### src/mcah_consts.vh
// Purpose: Constants of the MODBUS control action handler.
// Assumes: Parsed MODBUS requests arrive from a frame layer on i_clk.
// Notes:   Register numbers are MODBUS register addresses, not bytes.
`ifndef MCAH_CONSTS_VH
`define MCAH_CONSTS_VH

// Function and exception codes
`define MCAH_FN_READ     8'h04
`define MCAH_FN_WRITE    8'h10
`define MCAH_FN_EXC_BIT  8'h80
`define MCAH_EXC_FUNC    8'h01
`define MCAH_EXC_ADDR    8'h02
`define MCAH_EXC_DATA    8'h03
`define MCAH_EXC_NONE    8'h00

// Register map
`define MCAH_ADDR_PT_CMD 16'h6000
`define MCAH_ADDR_PT_RPL 16'h6100
`define MCAH_ADDR_CTL    16'h6200
`define MCAH_ADDR_CTL_LS 16'h6203
`define MCAH_CTL_QTY     16'h0003
`define MCAH_CTL_BYTES   8'h06
`define MCAH_MAX_RD_QTY  16'h007D

// Slices of the six captured control bytes
`define MCAH_SL_B1       47:40
`define MCAH_SL_B0       39:32
`define MCAH_SL_C2       31:24
`define MCAH_SL_B2       23:16
`define MCAH_SL_C0       15:8
`define MCAH_SL_C1       7:0

// Action group selectors
`define MCAH_B_ZERO      8'h00
`define MCAH_B_ONE       8'h01
`define MCAH_B_TWO       8'h02
`define MCAH_G_STAT      8'h03
`define MCAH_G_RELAY     8'h04
`define MCAH_G_DI        8'h06

// Action codes in byte 0
`define MCAH_C_PEAK_W    8'h04
`define MCAH_C_ENERGY    8'h08
`define MCAH_C_DSYNC     8'h40
`define MCAH_C_SNAP      8'h80
`define MCAH_C_PEAK_I    8'h01
`define MCAH_C_ALL_MM    8'h04
`define MCAH_C_INCNT     8'h06
`define MCAH_C_MM_FIRST  8'h0D
`define MCAH_C_MM_LAST   8'h12
`define MCAH_C_FB_STAT   8'h02
`define MCAH_C_PR_STAT   8'h03
`define MCAH_C_ACK_E     8'h06
`define MCAH_C_DI_ACK    8'h00

// One-hot action outputs
`define MCAH_ACT_W       17
`define MCAH_A_PEAK_W    0
`define MCAH_A_ENERGY    1
`define MCAH_A_DSYNC     2
`define MCAH_A_SNAP      3
`define MCAH_A_PEAK_I    4
`define MCAH_A_ALL_MM    5
`define MCAH_A_INCNT     6
`define MCAH_A_MM_BASE   7
`define MCAH_A_FB_STAT   13
`define MCAH_A_PR_STAT   14
`define MCAH_A_ACK_E     15
`define MCAH_A_DI_ACK    16

// Reply message status byte
`define MCAH_STAT_OK     8'h00
`define MCAH_STAT_BAD    8'hFF

`endif

### src/mcah_reply_store.v
// Purpose: Holding store for pass-through reply messages.
// Assumes: One writer and one reader, both on i_clk.
// Notes:   Read is combinational so the streamer needs no extra cycle.
`timescale 1ns/10ps
module mcah_reply_store #(
  parameter P_AW = 4,
  parameter P_DW = 32
) (
  // Clock
  input  wire            i_clk,
  // Write side
  input  wire            i_wr_en,
  input  wire [P_AW-1:0] i_wr_addr,
  input  wire [P_DW-1:0] i_wr_data,
  // Read side
  input  wire [P_AW-1:0] i_rd_addr,
  output wire [P_DW-1:0] o_rd_data
);

  reg [P_DW-1:0] mem [0:(1<<P_AW)-1];

  // Words are stored untouched
  always @(posedge i_clk) begin
    if (i_wr_en) begin
      mem[i_wr_addr] <= i_wr_data;
    end
  end

  assign o_rd_data = mem[i_rd_addr];

endmodule

### src/mcah_handler.v
// Purpose: Control action and pass-through handler behind a MODBUS slave.
// Assumes: Frame layer delivers parsed requests and data bytes on i_clk;
//          lock level and field-bus transceiver are on i_clk too.
// Notes:   One request at a time; reads stream one byte per cycle.
`timescale 1ns/10ps
`include "mcah_consts.vh"
module mcah_handler #(
  parameter P_MSG_AW    = 4,
  parameter P_CHECK_CPL = 0
) (
  // Clock and reset
  input  wire                  i_clk,
  input  wire                  i_rst,
  // Parsed request
  input  wire                  i_req_valid,
  input  wire [7:0]            i_req_func,
  input  wire [15:0]           i_req_addr,
  input  wire [15:0]           i_req_qty,
  input  wire [7:0]            i_req_bytes,
  output reg                   o_req_ready,
  // Request write data
  input  wire                  i_wr_valid,
  input  wire [7:0]            i_wr_byte,
  output reg                   o_wr_ready,
  // Response header
  output reg                   o_rsp_valid,
  output reg  [7:0]            o_rsp_func,
  output reg  [15:0]           o_rsp_addr,
  output reg  [15:0]           o_rsp_qty,
  output reg  [7:0]            o_rsp_bytes,
  output reg  [7:0]            o_rsp_exc_code,
  // Read data
  output reg                   o_rd_valid,
  output reg  [7:0]            o_rd_byte,
  output reg                   o_rd_last,
  // Lock and actions
  input  wire                  i_system_lock_state,
  output reg  [`MCAH_ACT_W-1:0] o_action,
  output reg  [1:0]            o_relay,
  // Field-bus product
  output reg                   o_fb_cmd_valid,
  output reg  [7:0]            o_fb_cmd_byte,
  output reg                   o_fb_cmd_last,
  input  wire                  i_fb_cmd_ready,
  input  wire                  i_fb_rsp_valid,
  input  wire [23:0]           i_fb_rsp_data,
  input  wire                  i_fb_rsp_ok,
  // Held reply status
  output reg  [P_MSG_AW:0]     o_reply_message_count
);

  localparam S_IDLE  = 3'd0;
  localparam S_CTL   = 3'd1;
  localparam S_EXEC  = 3'd2;
  localparam S_PT    = 3'd3;
  localparam S_DRAIN = 3'd4;
  localparam S_RSP   = 3'd5;
  localparam S_RD    = 3'd6;

  localparam [P_MSG_AW:0] DEPTH = {1'b1, {P_MSG_AW{1'b0}}};

  // Maps the three action bytes to a one-hot action, zero if unknown
  function [`MCAH_ACT_W-1:0] mcah_decode;
    input [7:0] b2;
    input [7:0] b1;
    input [7:0] b0;
    reg   [`MCAH_ACT_W-1:0] a;
    begin
      a = {`MCAH_ACT_W{1'b0}};
      if (b2 == `MCAH_B_ZERO && b1 == `MCAH_B_ZERO) begin
        case (b0)
          `MCAH_C_PEAK_W: a[`MCAH_A_PEAK_W] = 1'b1;
          `MCAH_C_ENERGY: a[`MCAH_A_ENERGY] = 1'b1;
          `MCAH_C_DSYNC:  a[`MCAH_A_DSYNC]  = 1'b1;
          `MCAH_C_SNAP:   a[`MCAH_A_SNAP]   = 1'b1;
          default:        a = {`MCAH_ACT_W{1'b0}};
        endcase
      end else if (b2 == `MCAH_B_ZERO && b1 == `MCAH_B_ONE) begin
        case (b0)
          `MCAH_C_PEAK_I: a[`MCAH_A_PEAK_I] = 1'b1;
          `MCAH_C_ALL_MM: a[`MCAH_A_ALL_MM] = 1'b1;
          `MCAH_C_INCNT:  a[`MCAH_A_INCNT]  = 1'b1;
          default: begin
            if (b0 >= `MCAH_C_MM_FIRST && b0 <= `MCAH_C_MM_LAST) begin
              a[`MCAH_A_MM_BASE + b0 - `MCAH_C_MM_FIRST] = 1'b1;
            end
          end
        endcase
      end else if (b2 == `MCAH_G_STAT && b1 == `MCAH_B_ZERO) begin
        case (b0)
          `MCAH_C_FB_STAT: a[`MCAH_A_FB_STAT] = 1'b1;
          `MCAH_C_PR_STAT: a[`MCAH_A_PR_STAT] = 1'b1;
          `MCAH_C_ACK_E:   a[`MCAH_A_ACK_E]   = 1'b1;
          default:         a = {`MCAH_ACT_W{1'b0}};
        endcase
      end else if (b2 == `MCAH_G_DI && b1 == `MCAH_G_DI &&
                   b0 == `MCAH_C_DI_ACK) begin
        a[`MCAH_A_DI_ACK] = 1'b1;
      end
      mcah_decode = a;
    end
  endfunction

  // Picks byte lane 0..3 of a word, most significant first
  function [7:0] mcah_lane;
    input [31:0] w;
    input [1:0]  lane;
    begin
      case (lane)
        2'd0:    mcah_lane = w[31:24];
        2'd1:    mcah_lane = w[23:16];
        2'd2:    mcah_lane = w[15:8];
        default: mcah_lane = w[7:0];
      endcase
    end
  endfunction

  reg  [2:0]   state;
  reg  [7:0]   func;
  reg  [15:0]  addr;
  reg  [15:0]  qty;
  reg  [7:0]   nbytes;
  reg  [7:0]   cnt;
  reg  [47:0]  ctl_sh;
  reg          rd_req;
  wire [31:0]  rd_word;
  wire [16:0]  ctl_end;
  wire         ctl_touch;
  wire         ctl_exact;
  wire         pt_ok;
  wire         rd_ok;
  wire         cpl_ok;
  wire [8:0]   qty_bytes;
  wire [7:0]   b0;
  wire [7:0]   b1;
  wire [7:0]   b2;
  wire         in_range;

  // Request classification, done in the cycle the request is taken
  assign ctl_end   = {1'b0, i_req_addr} + {1'b0, i_req_qty};
  assign ctl_touch = (i_req_addr <= `MCAH_ADDR_CTL_LS) &&
                     (ctl_end > {1'b0, `MCAH_ADDR_CTL});
  assign ctl_exact = (i_req_addr == `MCAH_ADDR_CTL) &&
                     (i_req_qty == `MCAH_CTL_QTY) &&
                     (i_req_bytes == `MCAH_CTL_BYTES);
  assign qty_bytes = {i_req_qty[7:0], 1'b0};
  assign pt_ok     = (i_req_addr == `MCAH_ADDR_PT_CMD) &&
                     (i_req_qty != 16'h0000) &&
                     (i_req_qty <= `MCAH_MAX_RD_QTY) &&
                     ({1'b0, i_req_bytes} == qty_bytes);
  assign rd_ok     = (i_req_addr == `MCAH_ADDR_PT_RPL) &&
                     (i_req_qty != 16'h0000) &&
                     (i_req_qty <= `MCAH_MAX_RD_QTY);

  // Action bytes in the order they arrive
  assign b1 = ctl_sh[`MCAH_SL_B1];
  assign b0 = ctl_sh[`MCAH_SL_B0];
  assign b2 = ctl_sh[`MCAH_SL_B2];
  // Optional complement check on the spare bytes
  assign cpl_ok = (P_CHECK_CPL == 0) ||
                  ((ctl_sh[`MCAH_SL_C2] == ~b2) &&
                   (ctl_sh[`MCAH_SL_C0] == ~b0) &&
                   (ctl_sh[`MCAH_SL_C1] == ~b1));

  // Words beyond the held messages read as zero
  assign in_range = {1'b0, cnt[7:2]} < {{(6-P_MSG_AW){1'b0}},
                                         o_reply_message_count};

  mcah_reply_store #(
    .P_AW (P_MSG_AW),
    .P_DW (32)
  ) u_store (
    .i_clk     (i_clk),
    .i_wr_en   (i_fb_rsp_valid && (o_reply_message_count < DEPTH)),
    .i_wr_addr (o_reply_message_count[P_MSG_AW-1:0]),
    .i_wr_data ({i_fb_rsp_ok ? `MCAH_STAT_OK : `MCAH_STAT_BAD,
                 i_fb_rsp_data}),
    .i_rd_addr (cnt[P_MSG_AW+1:2]),
    .o_rd_data (rd_word)
  );

  // Held reply count; a new command empties the store
  always @(posedge i_clk or posedge i_rst) begin
    if (i_rst) begin
      o_reply_message_count <= {(P_MSG_AW+1){1'b0}};
    end else if (state == S_IDLE && i_req_valid && o_req_ready &&
                 i_req_func == `MCAH_FN_WRITE && pt_ok) begin
      o_reply_message_count <= {(P_MSG_AW+1){1'b0}};
    end else if (i_fb_rsp_valid && o_reply_message_count < DEPTH) begin
      o_reply_message_count <= o_reply_message_count + 1'b1;
    end
  end

  // Main sequencer
  always @(posedge i_clk or posedge i_rst) begin
    if (i_rst) begin
      state          <= S_IDLE;
      func           <= 8'h00;
      addr           <= 16'h0000;
      qty            <= 16'h0000;
      nbytes         <= 8'h00;
      cnt            <= 8'h00;
      ctl_sh         <= 48'h000000000000;
      rd_req         <= 1'b0;
      o_req_ready    <= 1'b0;
      o_wr_ready     <= 1'b0;
      o_rsp_valid    <= 1'b0;
      o_rsp_func     <= 8'h00;
      o_rsp_addr     <= 16'h0000;
      o_rsp_qty      <= 16'h0000;
      o_rsp_bytes    <= 8'h00;
      o_rsp_exc_code <= `MCAH_EXC_NONE;
      o_rd_valid     <= 1'b0;
      o_rd_byte      <= 8'h00;
      o_rd_last      <= 1'b0;
      o_action       <= {`MCAH_ACT_W{1'b0}};
      o_relay        <= 2'b00;
      o_fb_cmd_valid <= 1'b0;
      o_fb_cmd_byte  <= 8'h00;
      o_fb_cmd_last  <= 1'b0;
    end else begin
      // Pulses last one cycle
      o_rsp_valid <= 1'b0;
      o_rd_valid  <= 1'b0;
      o_rd_last   <= 1'b0;
      o_action    <= {`MCAH_ACT_W{1'b0}};
      case (state)
        S_IDLE: begin
          o_req_ready <= 1'b1;
          if (i_req_valid && o_req_ready) begin
            o_req_ready    <= 1'b0;
            func           <= i_req_func;
            addr           <= i_req_addr;
            qty            <= i_req_qty;
            nbytes         <= i_req_bytes;
            cnt            <= 8'h00;
            rd_req         <= 1'b0;
            o_rsp_exc_code <= `MCAH_EXC_NONE;
            // Requests that carry bytes but are refused still drain them
            state          <= (i_req_bytes == 8'h00) ? S_RSP : S_DRAIN;
            o_wr_ready     <= (i_req_bytes != 8'h00);
            if (i_req_func == `MCAH_FN_WRITE) begin
              if (ctl_touch && ctl_exact) begin
                state <= S_CTL;
              end else if (ctl_touch) begin
                o_rsp_exc_code <= `MCAH_EXC_ADDR;
              end else if (pt_ok) begin
                state <= S_PT;
              end else begin
                o_rsp_exc_code <= `MCAH_EXC_ADDR;
              end
            end else if (i_req_func == `MCAH_FN_READ) begin
              if (rd_ok) begin
                rd_req <= 1'b1;
              end else if (i_req_addr == `MCAH_ADDR_PT_RPL) begin
                o_rsp_exc_code <= `MCAH_EXC_DATA;
              end else begin
                o_rsp_exc_code <= `MCAH_EXC_ADDR;
              end
            end else begin
              o_rsp_exc_code <= `MCAH_EXC_FUNC;
            end
          end
        end
        S_CTL: begin
          if (i_wr_valid && o_wr_ready) begin
            ctl_sh <= {ctl_sh[39:0], i_wr_byte};
            cnt    <= cnt + 1'b1;
            if (cnt == nbytes - 1'b1) begin
              o_wr_ready <= 1'b0;
              state      <= S_EXEC;
            end
          end
        end
        S_EXEC: begin
          // Lock blocks every action but the reply is still normal
          if (cpl_ok && !i_system_lock_state) begin
            o_action <= mcah_decode(b2, b1, b0);
            if (b2 == `MCAH_G_RELAY &&
                (b0 == `MCAH_B_ONE || b0 == `MCAH_B_TWO)) begin
              if (b1 == `MCAH_B_ONE) begin
                o_relay[b0[1]] <= 1'b1;
              end else if (b1 == `MCAH_B_TWO) begin
                o_relay[b0[1]] <= 1'b0;
              end
            end
          end
          state <= S_RSP;
        end
        S_PT: begin
          // One byte in flight; ready drops until the product takes it
          if (o_fb_cmd_valid && i_fb_cmd_ready) begin
            o_fb_cmd_valid <= 1'b0;
            o_fb_cmd_last  <= 1'b0;
            if (o_fb_cmd_last) begin
              state <= S_RSP;
            end else begin
              o_wr_ready <= 1'b1;
            end
          end else if (i_wr_valid && o_wr_ready) begin
            o_fb_cmd_valid <= 1'b1;
            o_fb_cmd_byte  <= i_wr_byte;
            o_fb_cmd_last  <= (cnt == nbytes - 1'b1);
            o_wr_ready     <= 1'b0;
            cnt            <= cnt + 1'b1;
          end
        end
        S_DRAIN: begin
          if (i_wr_valid && o_wr_ready) begin
            cnt <= cnt + 1'b1;
            if (cnt == nbytes - 1'b1) begin
              o_wr_ready <= 1'b0;
              state      <= S_RSP;
            end
          end
        end
        S_RSP: begin
          o_rsp_valid <= 1'b1;
          o_rsp_addr  <= addr;
          o_rsp_qty   <= qty;
          o_rsp_bytes <= 8'h00;
          cnt         <= 8'h00;
          if (o_rsp_exc_code != `MCAH_EXC_NONE) begin
            o_rsp_func <= func | `MCAH_FN_EXC_BIT;
            state      <= S_IDLE;
          end else if (rd_req) begin
            o_rsp_func  <= func;
            o_rsp_bytes <= {qty[6:0], 1'b0};
            state       <= S_RD;
          end else begin
            o_rsp_func <= func;
            state      <= S_IDLE;
          end
        end
        S_RD: begin
          o_rd_valid <= 1'b1;
          o_rd_byte  <= in_range ? mcah_lane(rd_word, cnt[1:0])
                                 : 8'h00;
          cnt        <= cnt + 1'b1;
          if (cnt == {qty[6:0], 1'b0} - 1'b1) begin
            o_rd_last <= 1'b1;
            state     <= S_IDLE;
          end
        end
        default: begin
          state <= S_IDLE;
        end
      endcase
    end
  end

endmodule

### config.mk
export PLATFORM = sky130hd
export DESIGN_NAME = mcah_handler
export DESIGN_NICKNAME = d
export VERILOG_FILES = /design/src/mcah_reply_store.v /design/src/mcah_handler.v
export VERILOG_INCLUDE_DIRS = /design/src
export SDC_FILE = /design/constraint.sdc
export NUM_CORES = 1
export LEC_CHECK = 0
export ABC_AREA = 1
export BUFFER_PORTS_ARGS = -buffer_cell sky130_fd_sc_hd__clkbuf_2
export CAP_MARGIN = 15
export CORE_UTILIZATION = 50
export CTS_CLUSTER_SIZE = 24
export DETAILED_ROUTE_END_ITERATION = 10
export GPL_ROUTABILITY_DRIVEN = 0
export PLACE_DENSITY_LB_ADDON = 0.1
export SLEW_MARGIN = 20
export SYNTH_ARGS = -nofsm -noshare
export SYNTH_HDL_FRONTEND = slang
export SYNTH_SLANG_ARGS = --single-unit
### constraint.sdc
create_clock -name i_clk -period 12.5 [get_ports i_clk]
set_input_delay 1.875 -clock i_clk [delete_from_list [all_inputs] [get_ports i_clk]]
set_output_delay 1.875 -clock i_clk [all_outputs]
set_load 0.05 [all_outputs]
==> summary.txt <==
Timing
  – Setup WS post-layout: approximately 8800 ps
  – Total negative setup slack: 0 ps
  – Slew Limit Headroom: between 20% and 30%
  – Worst clock skew: between 20 and 30 ps
  – Finish-stage setup viols: 0
  – Max-slew violations: 0
  – Slew at the pin closest to its max-slew limit: 1100 ps
  – Setup repair after global routing missed its margin: false
  – Top achievable clock speed: between 200 and 300 MHz
  – Minimum period implied by the final worst setup slack: around 3700 ps
  – Tcrit/Tclk final: about 30%
  – Final hold violations: 0

Placement
  – Post-detailed-placement half-perimeter wirelength: roughly 41,000 um
  – Area of placed instances: approximately 0.028 mm2
  – Input/output buffers: ~180
  – Setup Slack @ Placement: 8170 ps

Clocking
  – Buffer type at the clock tree root: sky130_fd_sc_hd__clkbuf_16
  – TritonCTS sink count: roughly 600
  – Later-pin clock latency in the skew report: around 610 ps
  – CTS Buf Count: 66
  – CTS tree: done
  – Worst-case clock buffer depth: 3
  – Number of setup buffers added after CTS: 0
  – Deepest level of the CTS H-tree: 3
  – Hold_buf cts: 0
  – Number of gates given a new drive strength after cts: 0
  – Clock-pin slew on the worst setup and hold paths: approximately 60 ps

Worst setup path
  – Crit path capture: state[2]
  – FF-to-FF setup slack: 8770 ps
  – Reg-to-Reg End: o_rd_byte[5]
  – Peak fanout along the critical path: 5
  – Crit path max-delay cell type: sky130_fd_sc_hd__fa_1
  – Critical Path Most Common Cell: sky130_fd_sc_hd__nand2_1
  – Category of the worst setup path capture point: flip-flop
  – Crit-path max cell delay: ~430 ps
  – Crit path cell chain: clkbuf_2 > ha_1 > fa_1 > or2_2 > a21oi_1 > nand3_1 > nor2_1 > nand3_1 > nand2_1 > nand2_1 > nand2_1 > nand2_1 > nand2_1 > nand2_1 > nand2_1 > nand2_2 > nand2_1 > nand3_1 > nand2_1 > nand2_1
  – Arrival time of the worst setup path: 4220 ps
  – Depth of the worst register-to-register path: 10
  – Crit path launch type: primary input
  – Classification of the worst setup path: in -> reg
  – Worst setup path start: i_req_qty[0]
  – Data required time of the worst path: between 10,000 and 15,000 ps
  – Startpoint of the most critical register-to-register path: cnt[3]

Final layout
  – Layout filler cell count: roughly 4,400
  – Core occupancy in the finished layout: 57.8%
  – Nets: ~2,700
  – Design Area, Final: 0.0298 mm2
  – Area growth from synthesis to final layout: 14.1%
  – # diodes: 0
  – Share of final-layout standard cells stronger than drive strength 1: 14.6%

Detailed routing
  – Number of vias in the routed layout: between 15,000 and 20,000
  – Final antenna-violating net count: 0
  – First-iteration detailed-routing DRC count: around 1,800
  – Via/cell ratio: 5.60
  – Total routed wirelength: 67,500 um
  – DRC: 0
  – Router iterations before antenna repair: 6
  – Average wire length per cell after detail routing: a little over 20 um

Logic synthesis
  – Simple-gate share of the synthesized area: 15.3%
  – Area share of fa/ha/maj cells after synthesis: 1.56%
  – Distinct cells, synth: 58
  – Cells after Synth: roughly 2,400
  – Ys async rst share: between 30% and 40%
  – Post-Synthesis Mean Instance Area: ~11 um2
  – Sequential cell area fraction in the yosys report: about 66%
  – Largest family of logic cells by synthesized area: simple AND/OR/NAND/NOR gates
  – Synthesized cell area: ~0.026 mm2
  – Number of synthesis warnings: 0
  – Xor/xnor share of the synthesized area: less than 1%
  – Number of register bits inferred by synthesis: around 600
  – Dominant synthesized flop cell: sky130_fd_sc_hd__edfxtp_1
  – Post-synthesis compound-gate area fraction: around an eighth
  – Fraction of synthesized area in multiplexers: less than 1%
  – Number of flops mapped to enable cells by yosys: 400

Die
  – Rows: 83
  – Die Span X: around 230 um
  – # IOs: 191
  – Chip Height: 231 um
  – Starting utilization of the core area: 50.7%
  – Die ar.: ~0.053 mm2
  – Placeable core region: a little over 0.05 mm2

Pwr
  – Pwr Total: about 0.006 W
  – P_leak: between 10 and 15 nW
  – Worst ir drop on vdd: approximately 0.11 mV
  – Power density relative to cell area: roughly 200 mW/mm2

Global route
  – Global-route wire length before repair: about 100,000 um
  – Number of antenna violations at the first check in global routing: 2
  – Via count of the first global-routing pass: approximately 18,000
  – Largest net degree at the start of global routing: 118
  – Overall fraction of global-route tracks in use: between 20% and 30%
  – GR Overflow Total: 0

Status
  – Run status: completed

Hold path
  – Hold Path Class: reg -> reg

Flow run
  – Max Cap Violations: 0
==> how the worst min path moves through the flow <==
stage	start	to	slack, ps	cells past startpoint
after floorplan	addr[14]	addr[14]	440	2
after CTS	o_rsp_qty[6]	o_rsp_qty[6]	470	2
final	o_rsp_qty[6]	o_rsp_qty[6]	470	2
after detailed placement	o_rsp_qty[6]	o_rsp_qty[6]	460	2
after global routing	o_rsp_qty[1]	o_rsp_qty[1]	480	2
after global placement	o_rsp_qty[6]	o_rsp_qty[6]	450	2
==> power by group <==
part / switching, W / internal [W]
clock: 0.000790 / 0.00108
combinational: 0.00113 / 0.000411
sequential: 0.000189 / 0.00243
==> flip-flops by register name, summed over array words and instances (netlist names), 3 cells and up, named ones only <==
register / count
qty: 16
func: 8
state: 3
u_store.mem: 400
addr: 16
ctl_sh: 48
o_action: 17
o_rd_byte: 8
o_rsp_bytes: 7
o_rsp_func: 8
nbytes: 8
cnt: 8
o_rsp_addr: 16
o_rsp_qty: 16
o_reply_message_count: 5
o_fb_cmd_byte: 8
==> metrics by stage <==
step,std cells,hold slack (ps)
floorplan,2453,442
global placement,3215,453
detailed placement,3216,458
CTS,3337,473
global route,3339,483
finish,3339,468
==> cell type report <==
| class | count | area (um2) | area share [%] |
|---|---|---|---|
| Tap cell | 680 | 851 | 2.86 |
| Sequential cell | 604 | 17100 | 57.5 |
| Multi-Input combinational cell | 1544 | 7890 | 26.5 |
| Clock buffer | 88 | 1830 | 6.13 |
| Inverter | 182 | 697 | 2.34 |
| Timing Repair Buffer | 208 | 1160 | 3.89 |
| Clock inverter | 33 | 250 | 0.840 |
==> kinds of logic (layout without fill, tap and decap cells) <==
group	Yosys count	count (layout)
flip-flops	604	604
adder cells (fa/ha/maj)	32	32
buffers and inverters	305	511
multiplexers	2	2
other	1	7
AO/OA/AOI/OAI	533	533
XOR/XNOR	26	26
AND/OR/NAND/NOR	944	944
==> cell usage after synthesis (all sizes together), types with 15 or more instances <==
cell type,number,share of area [%]
a21oi,105,2.1
buf,61,1.4
clkbuf,62,0.89
dfrtp,204,20
edfxtp,400,46
ha,31,1.5
inv,180,2.6
nand2,490,7.1
nand3,96,1.9
nor2,276,4.2
nor3,36,0.77
nor4,19,0.65
o21ai,286,5.5
o221ai,30,1.0
o22ai,46,1.1
xor2,15,0.50
==> routing by layer <==
metal	vias to the layer above	part of all wire, %	global-route usage, %
met2	646	47	41.3
met5	-	0.039	0
met4	4	2.5	8.38
met1	9110	44	35.4
met3	122	6.6	4.73
li1	8829	-	-
==> critical path, delay by kind of cell <==
family / cells / cell delay (ps)
AO/OA/AOI/OAI: 1 / 160
AND/OR/NAND/NOR: 16 / 1370
adder cells (fa/ha/maj): 2 / 670
buffers and inverters: 1 / 140
==> placed cells by master, fill, tap and decap left out, drive strengths merged, types with 7 or more instances in the layout <==
cell type | Yosys | routed
clkbuf | 62 | 271
xnor2 | 11 | 11
o221ai | 30 | 30
buf | 61 | 25
dfrtp | 204 | 204
nor3 | 36 | 36
o21ai | 286 | 286
nor4 | 19 | 19
o211ai | 8 | 8
edfxtp | 400 | 400
nand4 | 13 | 13
nand3 | 96 | 96
o31ai | 9 | 9
inv | 180 | 182
a22oi | 8 | 8
conb | 1 | 7
a31oi | 10 | 10
a21oi | 105 | 105
xor2 | 15 | 15
ha | 31 | 31
nand2 | 490 | 490
o22ai | 46 | 46
a32o | 14 | 14
clkinv | 2 | 27
nor2 | 276 | 276
No activity file was read; power rests on OpenSTA's default activity.
